**config.mk**
```make
export PLATFORM = sky130hd
export DESIGN_NAME = domo_monitor
export DESIGN_NICKNAME = d
export VERILOG_FILES = /design/src/domo_pkg.sv /design/src/domo_analog_ch.sv /design/src/domo_monitor.sv
export SDC_FILE = /design/constraint.sdc
export NUM_CORES = 2
export LEC_CHECK = 0
export BUFFER_PORTS_ARGS = -buffer_cell sky130_fd_sc_hd__buf_2
export CAP_MARGIN = 20
export CORE_MARGIN = 1
export CORE_UTILIZATION = 30
export CTS_CLUSTER_SIZE = 20
export DETAILED_ROUTE_END_ITERATION = 12
export HOLD_SLACK_MARGIN = 0.02
export PLACE_DENSITY = 0.58
export SETUP_SLACK_MARGIN = 0.1
export SLEW_MARGIN = 20
export SYNTH_ARGS = -nofsm -noshare
export SYNTH_HDL_FRONTEND = slang
export SYNTH_SLANG_ARGS = --single-unit
```
**constraint.sdc**
```tcl
create_clock -name hclk -period 22.1 [get_ports hclk]
set_input_delay 1.105 -clock hclk [delete_from_list [all_inputs] [get_ports hclk]]
set_output_delay 1.105 -clock hclk [all_outputs]
set_load 0.005 [all_outputs]
```
**src/domo_pkg.sv**
```systemverilog
package domo_pkg;

    // Register byte offsets
    localparam logic [7:0] ADDR_ANALOG_CFG = 8'h00;
    localparam logic [7:0] ADDR_ANALOG_BIAS = 8'h04;
    localparam logic [7:0] ADDR_RELAY_CFG = 8'h08;
    localparam logic [7:0] ADDR_MODE_CFG = 8'h0c;
    localparam logic [7:0] ADDR_IRQ_STATUS = 8'h10;
    localparam logic [7:0] ADDR_IRQ_MASK = 8'h14;
    localparam logic [7:0] ADDR_LEVELS = 8'h18;
    localparam logic [7:0] ADDR_OUTPUTS = 8'h1c;

    // Gain in hundredths, bias in tenths of a volt
    localparam logic [7:0] GAIN1_RESET = 8'h64;
    localparam logic [7:0] GAIN2_RESET = 8'h32;
    localparam logic [7:0] GAIN_MAX = 8'hfa;
    localparam logic signed [8:0] BIAS_RESET = 9'sh000;
    localparam logic signed [8:0] BIAS_MAX = 9'sh064;
    localparam logic signed [8:0] BIAS_MIN = -9'sh064;
    localparam logic [5:0] SRC1_RESET = 6'h00;
    localparam logic [5:0] SRC2_RESET = 6'h03;

    // Monitor levels: full scale 0x3ff means 10 V
    localparam logic signed [11:0] LEVEL_FULL = 12'sh3ff;
    localparam logic signed [11:0] LEVEL_PER_TENTH = 12'sh00a;

    // Relay source codes
    localparam logic [5:0] RLY_RUN1 = 6'h00;
    localparam logic [5:0] RLY_ZERO = 6'h01;
    localparam logic [5:0] RLY_READY = 6'h06;
    localparam logic [5:0] RLY_UV = 6'h07;
    localparam logic [5:0] RLY_FAULT = 6'h0e;
    localparam logic [5:0] RLY_MINOR = 6'h10;
    localparam logic [5:0] RLY_REV = 6'h1a;
    localparam logic [5:0] RLY_REGEN = 6'h1d;
    localparam logic [5:0] RLY_LIMIT = 6'h30;
    localparam logic [5:0] RLY_RUN2 = 6'h37;
    localparam logic [5:0] RLY1_RESET = 6'h00;
    localparam logic [5:0] RLY2_RESET = 6'h01;

    // Fault code encodings
    localparam logic [3:0] FC_NONE = 4'h0;
    localparam logic [3:0] FC_OC = 4'h1;
    localparam logic [3:0] FC_OV = 4'h2;
    localparam logic [3:0] FC_DRV_OL = 4'h3;
    localparam logic [3:0] FC_OH = 4'h4;
    localparam logic [3:0] FC_OS = 4'h5;
    localparam logic [3:0] FC_FUSE = 4'h6;
    localparam logic [3:0] FC_EXT = 4'h8;
    localparam logic [3:0] FC_CTRL = 4'h9;
    localparam logic [3:0] FC_MOT_OL = 4'ha;
    localparam logic [3:0] FC_PWR = 4'hc;
    localparam logic [3:0] FC_DEV = 4'hd;
    localparam logic [3:0] FC_ENC = 4'he;

    // Pulse multiplier selector and phase accumulator
    localparam logic [2:0] PULSE_SEL_RESET = 3'h1;
    localparam int PHASE_W = 32;

    // Interrupt bit positions
    localparam int IRQ_COMM_LOSS = 0;
    localparam int IRQ_FAULT = 1;
    localparam int IRQ_MINOR = 2;
    localparam int IRQ_W = 3;

    typedef enum logic [1:0]
    {
        STOP_RAMP_FIRST = 2'b00,
        STOP_COAST = 2'b01,
        STOP_RAMP_ALT = 2'b10,
        STOP_ALARM_RUN = 2'b11
    } domo_stop_t;

    typedef enum logic [1:0]
    {
        LINK_WAIT = 2'b00,
        LINK_UP = 2'b01,
        LINK_LOST = 2'b10
    } domo_link_t;

    // Drive status from the control core
    typedef struct packed
    {
        logic running;
        logic zero_speed;
        logic ready;
        logic undervoltage;
        logic fault;
        logic minor_fault;
        logic reverse;
        logic regenerating;
        logic limit;
        logic speed_agree;
    } domo_status_t;

    // Individual fault flags
    typedef struct packed
    {
        logic overcurrent;
        logic overvoltage;
        logic drive_overload_fault;
        logic overheat;
        logic overspeed;
        logic fuse_fault;
        logic external;
        logic controller;
        logic motor_overload_fault;
        logic power_loss;
        logic speed_deviation_fault;
        logic encoder_loss_fault;
    } domo_faults_t;

endpackage
```
**src/domo_analog_ch.sv**
```systemverilog
`timescale 1ns/1ps
module domo_analog_ch
    import domo_pkg::*;
(
    // Clock and reset
    input wire logic hclk,
    input wire logic hresetn,
    // Settings
    input wire logic [7:0] gain,
    input wire logic signed [8:0] bias,
    input wire logic signed [11:0] level_in,
    // Result, 0x3ff per 10 V
    output logic signed [11:0] level_out
);
    logic signed [21:0] scaled;
    logic signed [21:0] sum;
    logic signed [11:0] next_level_out;

    // Gain first, then bias, then clamp to +/-10 V
    always_comb
    begin
        scaled = (22'(level_in) * $signed({14'h0000, gain})) / 22'sd100;
        sum = scaled + 22'(bias) * 22'(LEVEL_PER_TENTH);
        if (sum > 22'(LEVEL_FULL))
            next_level_out = LEVEL_FULL;
        else if (sum < -22'(LEVEL_FULL))
            next_level_out = -LEVEL_FULL;
        else
            next_level_out = sum[11:0];
    end

    always_ff @(posedge hclk or negedge hresetn)
    begin
        if (!hresetn)
            level_out <= 12'sh000;
        else
            level_out <= next_level_out;
    end
endmodule

```
**src/domo_monitor.sv**
```systemverilog
`timescale 1ns/1ps
module domo_monitor
    import domo_pkg::*;
(
    // Clock and reset
    input wire logic hclk,
    input wire logic hresetn,
    // AHB-Lite slave
    input wire logic hsel,
    input wire logic [31:0] haddr,
    input wire logic [1:0] htrans,
    input wire logic hwrite,
    input wire logic [2:0] hsize,
    input wire logic [31:0] hwdata,
    input wire logic hready,
    output logic [31:0] hrdata,
    output logic hreadyout,
    output logic hresp,
    // Drive core, same clock
    input wire domo_status_t status,
    input wire domo_faults_t faults,
    input wire logic [11:0] mon_levels [0:31],
    input wire logic [31:0] out_freq_step,
    input wire logic link_ok,
    // Outputs
    output logic signed [11:0] analog_ch1,
    output logic signed [11:0] analog_ch2,
    output logic [1:0] relay_out,
    output logic [7:0] term_out,
    output logic pulse_out,
    output logic comm_loss_fault,
    output domo_stop_t comm_stop_action,
    output logic comm_alarm,
    output logic irq
);
    // Configuration registers
    logic [5:0] analog_ch1_source_select, analog_ch2_source_select;
    logic [7:0] analog_ch1_gain, analog_ch2_gain;
    logic signed [8:0] analog_ch1_bias, analog_ch2_bias;
    logic [5:0] relay_ch1_source, relay_ch2_source;
    logic eight_line_output_mode;
    logic [2:0] pulse_monitor_multiplier;
    domo_stop_t comm_loss_stop_method;
    logic [IRQ_W-1:0] irq_status, irq_mask;
    // Bus address phase capture
    logic wr_pend;
    logic [7:0] wr_addr;
    logic [7:0] next_wr_addr;
    logic next_wr_pend;
    logic [31:0] next_hrdata;
    logic [7:0] eff_addr;
    logic take;

    assign hreadyout = 1'b1;
    assign hresp = 1'b0;
    assign take = hsel && hready && htrans[1];

    // Read data registered at address phase; writes land in data phase
    always_comb
    begin
        next_wr_pend = take && hwrite;
        next_wr_addr = haddr[7:0];
        eff_addr = haddr[7:0];
        next_hrdata = 32'h0000_0000;
        if (take && !hwrite)
        begin
            unique case (eff_addr)
                ADDR_ANALOG_CFG: next_hrdata = {analog_ch2_gain, analog_ch1_gain,
                    2'b00, analog_ch2_source_select, 2'b00, analog_ch1_source_select};
                ADDR_ANALOG_BIAS: next_hrdata = {7'h00, analog_ch2_bias,
                    7'h00, analog_ch1_bias};
                ADDR_RELAY_CFG: next_hrdata = {18'h00000, relay_ch2_source,
                    2'b00, relay_ch1_source};
                ADDR_MODE_CFG: next_hrdata = {24'h000000, comm_loss_stop_method,
                    pulse_monitor_multiplier, 2'b00, eight_line_output_mode};
                ADDR_IRQ_STATUS: next_hrdata = {29'h0, irq_status};
                ADDR_IRQ_MASK: next_hrdata = {29'h0, irq_mask};
                ADDR_LEVELS: next_hrdata = {4'h0, analog_ch2, 4'h0, analog_ch1};
                ADDR_OUTPUTS: next_hrdata = {20'h00000, comm_loss_fault,
                    pulse_out, relay_out, term_out};
                default: next_hrdata = 32'h0000_0000;
            endcase
        end
    end

    always_ff @(posedge hclk or negedge hresetn)
    begin
        if (!hresetn)
        begin
            wr_pend <= 1'b0;
            wr_addr <= 8'h00;
            hrdata <= 32'h0000_0000;
        end
        else
        begin
            wr_pend <= next_wr_pend;
            wr_addr <= next_wr_addr;
            hrdata <= next_hrdata;
        end
    end

    // Config writes; gain and bias clamp to their legal range
    logic [IRQ_W-1:0] irq_events;
    logic [IRQ_W-1:0] next_irq_status;
    always_ff @(posedge hclk or negedge hresetn)
    begin
        if (!hresetn)
        begin
            analog_ch1_source_select <= SRC1_RESET;
            analog_ch2_source_select <= SRC2_RESET;
            analog_ch1_gain <= GAIN1_RESET;
            analog_ch2_gain <= GAIN2_RESET;
            analog_ch1_bias <= BIAS_RESET;
            analog_ch2_bias <= BIAS_RESET;
            relay_ch1_source <= RLY1_RESET;
            relay_ch2_source <= RLY2_RESET;
            eight_line_output_mode <= 1'b0;
            pulse_monitor_multiplier <= PULSE_SEL_RESET;
            comm_loss_stop_method <= STOP_COAST;
            irq_mask <= '0;
        end
        else if (wr_pend)
        begin
            unique case (wr_addr)
                ADDR_ANALOG_CFG:
                begin
                    analog_ch1_source_select <= hwdata[5:0];
                    analog_ch2_source_select <= hwdata[13:8];
                    analog_ch1_gain <= (hwdata[23:16] > GAIN_MAX) ? GAIN_MAX : hwdata[23:16];
                    analog_ch2_gain <= (hwdata[31:24] > GAIN_MAX) ? GAIN_MAX : hwdata[31:24];
                end
                ADDR_ANALOG_BIAS:
                begin
                    analog_ch1_bias <= ($signed(hwdata[8:0]) > BIAS_MAX) ? BIAS_MAX :
                        ($signed(hwdata[8:0]) < BIAS_MIN) ? BIAS_MIN : $signed(hwdata[8:0]);
                    analog_ch2_bias <= ($signed(hwdata[24:16]) > BIAS_MAX) ? BIAS_MAX :
                        ($signed(hwdata[24:16]) < BIAS_MIN) ? BIAS_MIN : $signed(hwdata[24:16]);
                end
                ADDR_RELAY_CFG:
                begin
                    relay_ch1_source <= hwdata[5:0];
                    relay_ch2_source <= hwdata[13:8];
                end
                ADDR_MODE_CFG:
                begin
                    eight_line_output_mode <= hwdata[0];
                    pulse_monitor_multiplier <= (hwdata[5:3] > 3'h4) ? 3'h4 : hwdata[5:3];
                    comm_loss_stop_method <= domo_stop_t'(hwdata[7:6]);
                end
                ADDR_IRQ_MASK: irq_mask <= hwdata[IRQ_W-1:0];
                default: ;
            endcase
        end
    end

    // Sticky status: write one clears, a new event wins over the clear
    always_comb
    begin
        next_irq_status = irq_status;
        if (wr_pend && wr_addr == ADDR_IRQ_STATUS)
            next_irq_status = irq_status & ~hwdata[IRQ_W-1:0];
        next_irq_status = next_irq_status | irq_events;
    end

    always_ff @(posedge hclk or negedge hresetn)
    begin
        if (!hresetn)
            irq_status <= '0;
        else
            irq_status <= next_irq_status;
    end
    assign irq = |(irq_status & irq_mask);

    // Analog channels; unused source codes read as zero volts
    logic signed [11:0] sel1, sel2;
    always_comb
    begin
        sel1 = $signed(mon_levels[analog_ch1_source_select[4:0]]);
        sel2 = $signed(mon_levels[analog_ch2_source_select[4:0]]);
        if (analog_ch1_source_select[5])
            sel1 = 12'sh000;
        if (analog_ch2_source_select[5])
            sel2 = 12'sh000;
    end

    domo_analog_ch u_ch1 (
        .hclk(hclk),
        .hresetn(hresetn),
        .gain(analog_ch1_gain),
        .bias(analog_ch1_bias),
        .level_in(sel1),
        .level_out(analog_ch1)
    );

    domo_analog_ch u_ch2 (
        .hclk(hclk),
        .hresetn(hresetn),
        .gain(analog_ch2_gain),
        .bias(analog_ch2_bias),
        .level_in(sel2),
        .level_out(analog_ch2)
    );

    // Relay decode; unsupported codes stay open
    function automatic logic relay_decode(input logic [5:0] code, input domo_status_t s);
        unique case (code)
            RLY_RUN1, RLY_RUN2: relay_decode = s.running;
            RLY_ZERO: relay_decode = s.zero_speed;
            RLY_READY: relay_decode = s.ready;
            RLY_UV: relay_decode = s.undervoltage;
            RLY_FAULT: relay_decode = s.fault;
            RLY_MINOR: relay_decode = s.minor_fault;
            RLY_REV: relay_decode = s.reverse;
            RLY_REGEN: relay_decode = s.regenerating;
            RLY_LIMIT: relay_decode = s.limit;
            default: relay_decode = 1'b0;
        endcase
    endfunction

    // Fault code by priority of table order
    logic [3:0] fault_code;
    always_comb
    begin
        fault_code = FC_NONE;
        if (faults.overcurrent) fault_code = FC_OC;
        else if (faults.overvoltage) fault_code = FC_OV;
        else if (faults.drive_overload_fault) fault_code = FC_DRV_OL;
        else if (faults.overheat) fault_code = FC_OH;
        else if (faults.overspeed) fault_code = FC_OS;
        else if (faults.fuse_fault) fault_code = FC_FUSE;
        else if (faults.external) fault_code = FC_EXT;
        else if (faults.controller) fault_code = FC_CTRL;
        else if (faults.motor_overload_fault) fault_code = FC_MOT_OL;
        else if (faults.power_loss) fault_code = FC_PWR;
        else if (faults.speed_deviation_fault) fault_code = FC_DEV;
        else if (faults.encoder_loss_fault) fault_code = FC_ENC;
    end

    // Terminal map: bit 0..3, 5 = fault lines, 4 = open, 6 = TD1/2, 7 = TD3/4 in normal mode; eight-line mode puts the fault code in bit 0..3; 1 = closed
    logic [7:0] next_term_out;
    logic [1:0] next_relay_out;
    always_comb
    begin
        next_relay_out = {relay_decode(relay_ch2_source, status),
            relay_decode(relay_ch1_source, status)};
        if (!eight_line_output_mode)
            next_term_out = {status.speed_agree, status.zero_speed, faults.overheat, 1'b0,
                faults.fuse_fault, faults.drive_overload_fault, faults.overvoltage,
                faults.overcurrent};
        else
            next_term_out = {status.minor_fault, status.running, status.speed_agree,
                status.zero_speed, fault_code};
    end

    always_ff @(posedge hclk or negedge hresetn)
    begin
        if (!hresetn)
        begin
            term_out <= 8'h00;
            relay_out <= 2'b00;
        end
        else
        begin
            term_out <= next_term_out;
            relay_out <= next_relay_out;
        end
    end

    // Pulse monitor: accumulator toggles output on carry
    logic [PHASE_W-1:0] phase, next_phase, step;
    logic [PHASE_W:0] phase_sum;
    logic next_pulse_out;
    always_comb
    begin
        unique case (pulse_monitor_multiplier)
            3'h0: step = out_freq_step;
            3'h1: step = PHASE_W'(out_freq_step * 6);
            3'h2: step = PHASE_W'(out_freq_step * 10);
            3'h3: step = PHASE_W'(out_freq_step * 12);
            default: step = PHASE_W'(out_freq_step * 36);
        endcase
        phase_sum = {1'b0, phase} + {1'b0, step};
        next_phase = phase_sum[PHASE_W-1:0];
        next_pulse_out = phase_sum[PHASE_W] ? ~pulse_out : pulse_out;
    end

    always_ff @(posedge hclk or negedge hresetn)
    begin
        if (!hresetn)
        begin
            phase <= '0;
            pulse_out <= 1'b0;
        end
        else
        begin
            phase <= next_phase;
            pulse_out <= next_pulse_out;
        end
    end

    // Comm link watch: no fault before first good link
    domo_link_t link_state, next_link_state;
    logic next_loss_event;
    always_comb
    begin
        next_link_state = link_state;
        next_loss_event = 1'b0;
        unique case (link_state)
            LINK_WAIT: if (link_ok) next_link_state = LINK_UP;
            LINK_UP:
                if (!link_ok)
                begin
                    next_link_state = LINK_LOST;
                    next_loss_event = 1'b1;
                end
            LINK_LOST: if (link_ok) next_link_state = LINK_UP;
            default: next_link_state = LINK_WAIT;
        endcase
    end

    always_ff @(posedge hclk or negedge hresetn)
    begin
        if (!hresetn)
            link_state <= LINK_WAIT;
        else
            link_state <= next_link_state;
    end

    assign comm_loss_fault = (link_state == LINK_LOST);
    assign comm_stop_action = comm_loss_stop_method;
    assign comm_alarm = comm_loss_fault && (comm_loss_stop_method == STOP_ALARM_RUN);
    assign irq_events = {status.minor_fault, status.fault, next_loss_event};
endmodule

```
## After elaboration in Yosys (flattened, before gate mapping)

Index checks and enable logic that the tools add are counted.

| word-level totals | value |
|---|---|
| logic and storage cells | 160 |
| input bits | 513 |
| output and inout port bits | 74 |
| bits in registers | 180 |

| cells by class | value |
|---|---|
| magnitude comparators | 13 |
| multiplexer cells | 43 |
| $add $sub $neg | 3 |
| bitwise operators | 7 |
| reduce and logical (&&, ||, !) cells | 23 |
| eq/ne operators | 38 |
| divide/modulo/power cells | 2 |
| $mul | 8 |

Operator list:

| operator | count |
|---|---|
| $pmux 32 s8 | 1 |
| $pmux 32 s4 | 1 |
| $bmux 12 s5 | 2 |
| $mux 12 | 10 |
| $eq 8x5->1 const B | 6 |
| $mux 4 | 12 |
| $add 22x22->22 | 2 |
| $div 22x8->22 const B | 2 |
| $gt 22x11->1 const B | 2 |
| $lt 22x11->1 const B | 2 |
| $mul 12x9->21 | 2 |
| $eq 6x5->1 const B | 6 |
| $mux 9 | 4 |
| $add 32x32->33 | 1 |
| $eq 8x4->1 const B | 4 |
| $mul 32x2->30 const B | 1 |
| $mul 32x2->31 const B | 1 |
| $mul 32x3->31 const B | 1 |
| $mul 32x4->30 const B | 1 |
| $mux 32 | 1 |
| $mul 9x4->13 const B | 2 |
| $eq 6x3->1 const B | 4 |
| $eq 6x6->1 const B | 4 |
| $mux 8 | 3 |
| other kinds (33) | 62 |

## Depth between registers and ports, before layout

| depth | value |
|---|---|
| word-level depth | 13 |
| mapped depth | 91 |
| gate-level depth less buffers | 82 |

## By module

A second synthesis with hierarchy kept.

| unflattened totals | value |
|---|---|
| cells, all modules | 4,465 |
| area total of the unflattened synthesis | 39,329.0 µm² |

By module, submodules not included:

| module | area each (µm²) | cells each | seq. area each (µm²) | times used |
|---|---|---|---|---|
| domo_monitor | 19,675.1 | 1,895 | 3,867.5 | 1 |
| domo_analog_ch (u_ch2) | 10,104.7 | 1,337 | 300.3 | 1 |
| domo_analog_ch (u_ch1) | 9,549.2 | 1,233 | 300.3 | 1 |

## Least setup slack after synthesis

OpenSTA, ideal clock, no wires.

| timing path | value |
|---|---|
| path type | register to register |
| from | register analog_ch2_source_select[0] |
| to | register u_ch2.level_out[1] |
| arrival time | 19.790 ns |
| stages on the path, launching flop included | 84 |
| slack | 2.232 ns |
| library setup time | 0.079 ns |
| buffers on the path | 4 |
| clock period less this slack | 19.868 ns |
| required time | 22.021 ns |
| cells stage by stage | dfstp_2 -> clkbuf_1 -> buf_1 -> mux4_2 -> mux4_2 -> nand2_1 -> a21oi_1 -> and2_1 -> fa_1 -> inv_1 -> fa_1 -> inv_1 -> fa_1 -> inv_1 -> fa_1 -> inv_1 -> ha_1 -> clkbuf_1 -> (+48 left out) -> o21bai_1 -> a21oi_1 -> o21bai_1 -> a21oi_1 -> o21bai_1 -> a21oi_1 -> o21bai_1 -> a21oi_1 -> o21bai_1 -> a21oi_1 -> o21bai_1 -> a21oi_1 -> o21bai_1 -> a21oi_1 -> xor2_1 -> xor2_2 -> o41ai_2 -> a21oi_1 |

| between the ends | value |
|---|---|
| cells in the longest elaborated chain, start to end | 11 |
| elaborated cells on any way between the ends | 12 |
| classes of those cells | add/sub (1); mul (1); div (1); order compare (2); mux (6); bitwise (1) |

RTL lines:

| item | line | source |
|---|---|---|
| from (decl) | domo_monitor.sv:37 | `logic [5:0] analog_ch1_source_select, analog_ch2_source_select;` |
| from (signal assigned) | domo_monitor.sv:128 | `analog_ch2_source_select <= hwdata[13:8];` |
| $not 5->6 (not written as such) * | domo_monitor.sv:179 | `sel2 = $signed(mon_levels[analog_ch2_source_select[4:0]]);` |
| $bmux 12 s5 * | domo_monitor.sv:179 |  |
| $mux 12 (not written as such) * (2 in a row) | domo_monitor.sv:179 |  |
| $mux 12 * | domo_monitor.sv:182 | `if (analog_ch2_source_select[5])` |
| $mul 12x9->21 * | domo_analog_ch.sv:22 | `scaled = (22'(level_in) * $signed({14'h0000, gain})) / 22'sd100;` |
| $div 22x8->22 * | domo_analog_ch.sv:22 |  |
| $add 22x22->22 * | domo_analog_ch.sv:23 | `sum = scaled + 22'(bias) * 22'(LEVEL_PER_TENTH);` |
| $lt 22x11->1 | domo_analog_ch.sv:26 | `else if (sum < -22'(LEVEL_FULL))` |
| $mux 12 | domo_analog_ch.sv:26 |  |
| $mux 12 * | domo_analog_ch.sv:24 | `if (sum > 22'(LEVEL_FULL))` |
| net u_ch2.next_level_out[1] | domo_analog_ch.sv:17 | `logic signed [11:0] next_level_out;` |
| to (signal assigned) | domo_analog_ch.sv:37 | `level_out <= next_level_out;` |
| to (decl) | domo_analog_ch.sv:13 | `output logic signed [11:0] level_out` |

Mark *: on every way through the listed nets, which the timed path passes. The rest lies on a longest branch. The select of a mux whose other input is x is not followed.
A chain may end at the register's enable or synchronous reset.

## Worst setup path in the final report

| timing path | value |
|---|---|
| from | register analog_ch1_source_select[0] |
| to | register u_ch1.level_out[4] |

| between the ends | value |
|---|---|
| cells in the longest elaborated chain, start to end | 11 |
| elaborated cells on any way between the ends | 12 |
| classes of those cells | add/sub (1); mul (1); div (1); order compare (2); mux (6); bitwise (1) |

RTL lines:

| item | line | source |
|---|---|---|
| from (decl) | domo_monitor.sv:37 |  |
| from (signal assigned) | domo_monitor.sv:127 | `analog_ch1_source_select <= hwdata[5:0];` |
| $not 5->6 (not written as such) * | domo_monitor.sv:178 | `sel1 = $signed(mon_levels[analog_ch1_source_select[4:0]]);` |
| $bmux 12 s5 * | domo_monitor.sv:178 |  |
| $mux 12 (not written as such) * (2 in a row) | domo_monitor.sv:178 |  |
| $mux 12 * | domo_monitor.sv:180 | `if (analog_ch1_source_select[5])` |
| $mul 12x9->21 * | domo_analog_ch.sv:22 |  |
| $div 22x8->22 * | domo_analog_ch.sv:22 |  |
| $add 22x22->22 * | domo_analog_ch.sv:23 |  |
| $lt 22x11->1 | domo_analog_ch.sv:26 |  |
| $mux 12 | domo_analog_ch.sv:26 |  |
| $mux 12 * | domo_analog_ch.sv:24 |  |
| net u_ch1.next_level_out[4] | domo_analog_ch.sv:17 |  |
| to (signal assigned) | domo_analog_ch.sv:37 |  |
| to (decl) | domo_analog_ch.sv:13 |  |

Marks and branches as above.

==> results.md <==
* Hold depth at 1
* CP Max Fanout at 23
* Worst reg-to-reg path cell count at 82
* Post-synthesis xor/xnor area fraction at 7.162%
* Comb pwr share at 89.5%
* Max clock buf depth at 2
* CP startpoint: analog_ch1_source_select[0]
* Post-DR wirelength/cell at 21.80 um
* Final WL at 135800 um
* Switching Fraction at 52.50%
* Post-layout net count at 5589
* DRT met1 WL at 57810 um
* Row count at 127
* Synth cell types at 131
* Critical path required time at 22.53 ns
* WP data arrival at 21.20 ns
* I/O Buffers at 552
* Layout cells sized above 1 at 28.03%
* Vias at 34191
* Total CTS buffers at 17
* CTS tree: built
* Crit. End Element: flop
* Synthesis-to-finish area growth at 19.94%
* Psw at 3877 uW
* Worst-Skew Late Latency at 0.51 ns
* Tightest Hold Check Type: flop to flop
* Total track usage at 21.56%
* Top FF cell, synth: dfrtp_1
* CP top delay family: compound AO/OA/AOI/OAI gates
* Gpl congestion at 0.9458
* Crit-path max cell delay at 0.59 ns
* Die X at 349.5 um
* Hold-fix buffers at CTS at 0
* VDD IR max at 0.0004249 V
* Adder-cell area share of the yosys netlist at 20.49%
* Final period util at 93.98%
* Mapped Area at 36230 um^2
* Post-Layout Cell Count at 6231
* Mapped Avg Cell Area at 9.081 um^2
* Leading cell type in the layout, fill and taps excluded: buf_2
* Post-route DRC violation count at 0
* Slowest CP cell: mux4_2
* P_leak at 0.02012 uW
* Simple-gate share of the synthesized area at 14.70%
* Uppermost layer routed: met5
* Min-delay src: link_state[1]
* Core footprint at 119800 um^2
* Initial antenna violation count at 49
* I/O pins at 587
* Inst Count DP at 6135
* Number of cells on the critical path at 82
* Max_cap viols at 0
* Synth Instances at 3990
* #FFs+latches synth at 178
* Overflow left after global routing at 0
* Syn. warnings at 0
* Post-synthesis mux area share at 19.30%
* Worst Clk Skew at 0.02868 ns
* Worst Path Buf+Inv at 4
* Worst-Margin Slew at 1.197 ns
* Root buffer cell: clkbuf_16
* Relative slew slack at 20.19%
* H-tree Lvls at 4
* Post-layout min period at 20.77 ns
* Commonest cells after routing, fill and taps aside: 551 x buf_2, 366 x inv_1, 355 x nand2_1
* HPWL after DPL at 111200 um
* Post-route setup TNS at 0 ns
* Initial Util at 30.24%
* Vias in the first global route at 33468
* Register area share after synthesis at 12.33%
* Initial drt markers at 2335
* Met2 routed wirelength at 64460 um
* Seq pwr share at 5.9%
* Post-synthesis compound-gate area fraction at 20.20%
* Startpoint types: flop
* WHS at 0.4777 ns
* Pre-Repair DR Iteration Count at 6
* Vias per cell at 5.487
* R2R Path Start: analog_ch1_source_select[0]
* Post-DRT Antenna Nets at 0
* Ys async rst share at 100.0%
* Final hold vios at 0
* Die H at 349.5 um
* F_max at 48.15 MHz
* Clk pwr share at 4.6%
* Setup Crit Path Kind: flop to flop
* Largest family of logic cells by synthesized area: adder cells
* Clock sink total at 178
* Full die area at 122200 um^2
* Power density over cell area at 169.9 nW/um^2
* RSZ-0062 raised after global routing: no
* Met3 Routed Length at 8038 um
* Clock transition at the registers of the reported paths at 0.10 ns
* First-pass GRT wire length at 201300 um
* Critical Path Most Common Cell: a21oi_1
* Pins over their slew limit at 0
* Largest net degree at the start of global routing at 81
* Status: finished clean
* Internal at 3507 uW
* EDFF count, synth at 0
* Setup violations, final at 0
## stage by stage
| stage | power (uW) | instance area, um^2 | utilization, % | worst slack [ns] |
|---|---|---|---|---|
| 5_1_grt | 8089 | 43440 | 36.26 | 0.05746 |
| 3_5_place_dp | 6843 | 41560 | 34.68 | 0.2357 |
| 6_report | 7384 | 43460 | 36.27 | 1.331 |
| 3_3_place_gp | 6776 | 41560 | 34.68 | 0.5267 |
| 2_1_floorplan | 4838 | 36240 | - | 2.232 |
| 4_1_cts | 7222 | 42190 | 35.22 | 0.3816 |
## final timing paths
check | endpoint | slack, ns
worst min register to register | link_state[0] | 0.48
max in group asynchronous | analog_ch2_source_select[3] | 19.66
worst max register to register | u_ch1.level_out[4] | 1.33
worst min-delay path | link_state[0] | 0.48
worst max-delay path | u_ch1.level_out[4] | 1.33
min in group asynchronous | phase[15] | 0.57
## cells in the mapped netlist (10+ instances only)
cell type	count	area, um^2
a21o_1	43	322.8
dfrtp_1	167	4179
o21ai_1	33	165.2
o21a_1	31	232.7
or2_2	16	100.1
a211oi_1	22	165.2
o21bai_1	117	878.3
xor2_1	77	674.4
o22ai_1	12	75.07
a222oi_1	12	120.1
nor2b_1	24	150.1
fa_1	164	3283
buf_2	12	60.06
nor3_1	61	305.3
nand2b_1	25	156.4
or3_1	12	75.07
and3_1	41	256.5
a21oi_1	285	1426
nand3_1	63	315.3
inv_1	366	1374
o211ai_1	27	202.7
o31ai_1	14	105.1
a22oi_1	33	247.7
xnor2_1	203	1778
o21ai_0	128	640.6
a31o_2	10	87.58
mux2i_1	51	510.5
a31oi_1	40	250.2
buf_1	29	108.9
nand4_1	20	125.1
o2111ai_1	14	122.6
ha_1	327	4091
a211o_1	20	175.2
and2_1	144	900.9
nand2_1	356	1336
nor4_1	29	181.4
nor2_1	236	885.9
and4_1	13	113.9
mux2_2	44	495.5
dfstp_2	11	289.0
mux4_2	263	5923
clkbuf_1	114	427.9
## power groups by stage
stage | sequential [uW] | combinational [uW] | clock [uW]
after floorplan | 420 | 4420 | 0
after global placement | 442 | 6330 | 0
after detailed placement | 443 | 6400 | 0
after CTS | 437 | 6440 | 348
after global routing | 440 | 7290 | 361
final | 435 | 6610 | 339
## metal layers
metal | up-vias | global-route usage [%]
met2 | 1083 | 35.78
li1 | 15970 | -
met5 | - | 0
met3 | 221 | 3.636
met1 | 16891 | 27.63
met4 | 26 | 8.915
## flip-flops by register name, indices dropped and copies added (netlist names), 8 cells and up
name	count
analog_ch1_bias	9
analog_ch1_gain	8
analog_ch2_bias	9
analog_ch2_gain	8
hrdata	30
phase	32
term_out	8
u_ch1.level_out	12
u_ch2.level_out	12
wr_addr	8
## layout make-up
cell class	count	area [um^2]
Antenna cell	21	52.55
Clock buffer	17	425.4
Clock inverter	15	211.5
Fill cell	12341	76350
Inverter	368	1381
Multi-Input combinational cell	3280	30420
Sequential cell	178	4493
Tap cell	1612	2017
Timing Repair Buffer	740	4456
## cells by family (layout without fill, tap and decap cells)
group           after synthesis  in the layout
fa+ha+maj                   496            496
simple gates               1089           1090
xor+xnor                    288            289
other cells                   2             25
flops                       178            178
buf+inv                     536           1140
compound gates             1038           1038
mux                         363            363
## repair_timing
action	in CTS	in global routing
gates resized for setup	0	130
buffers inserted	0	38
setup endpoints to repair	0	24
Power figures use the tool's default switching activity.
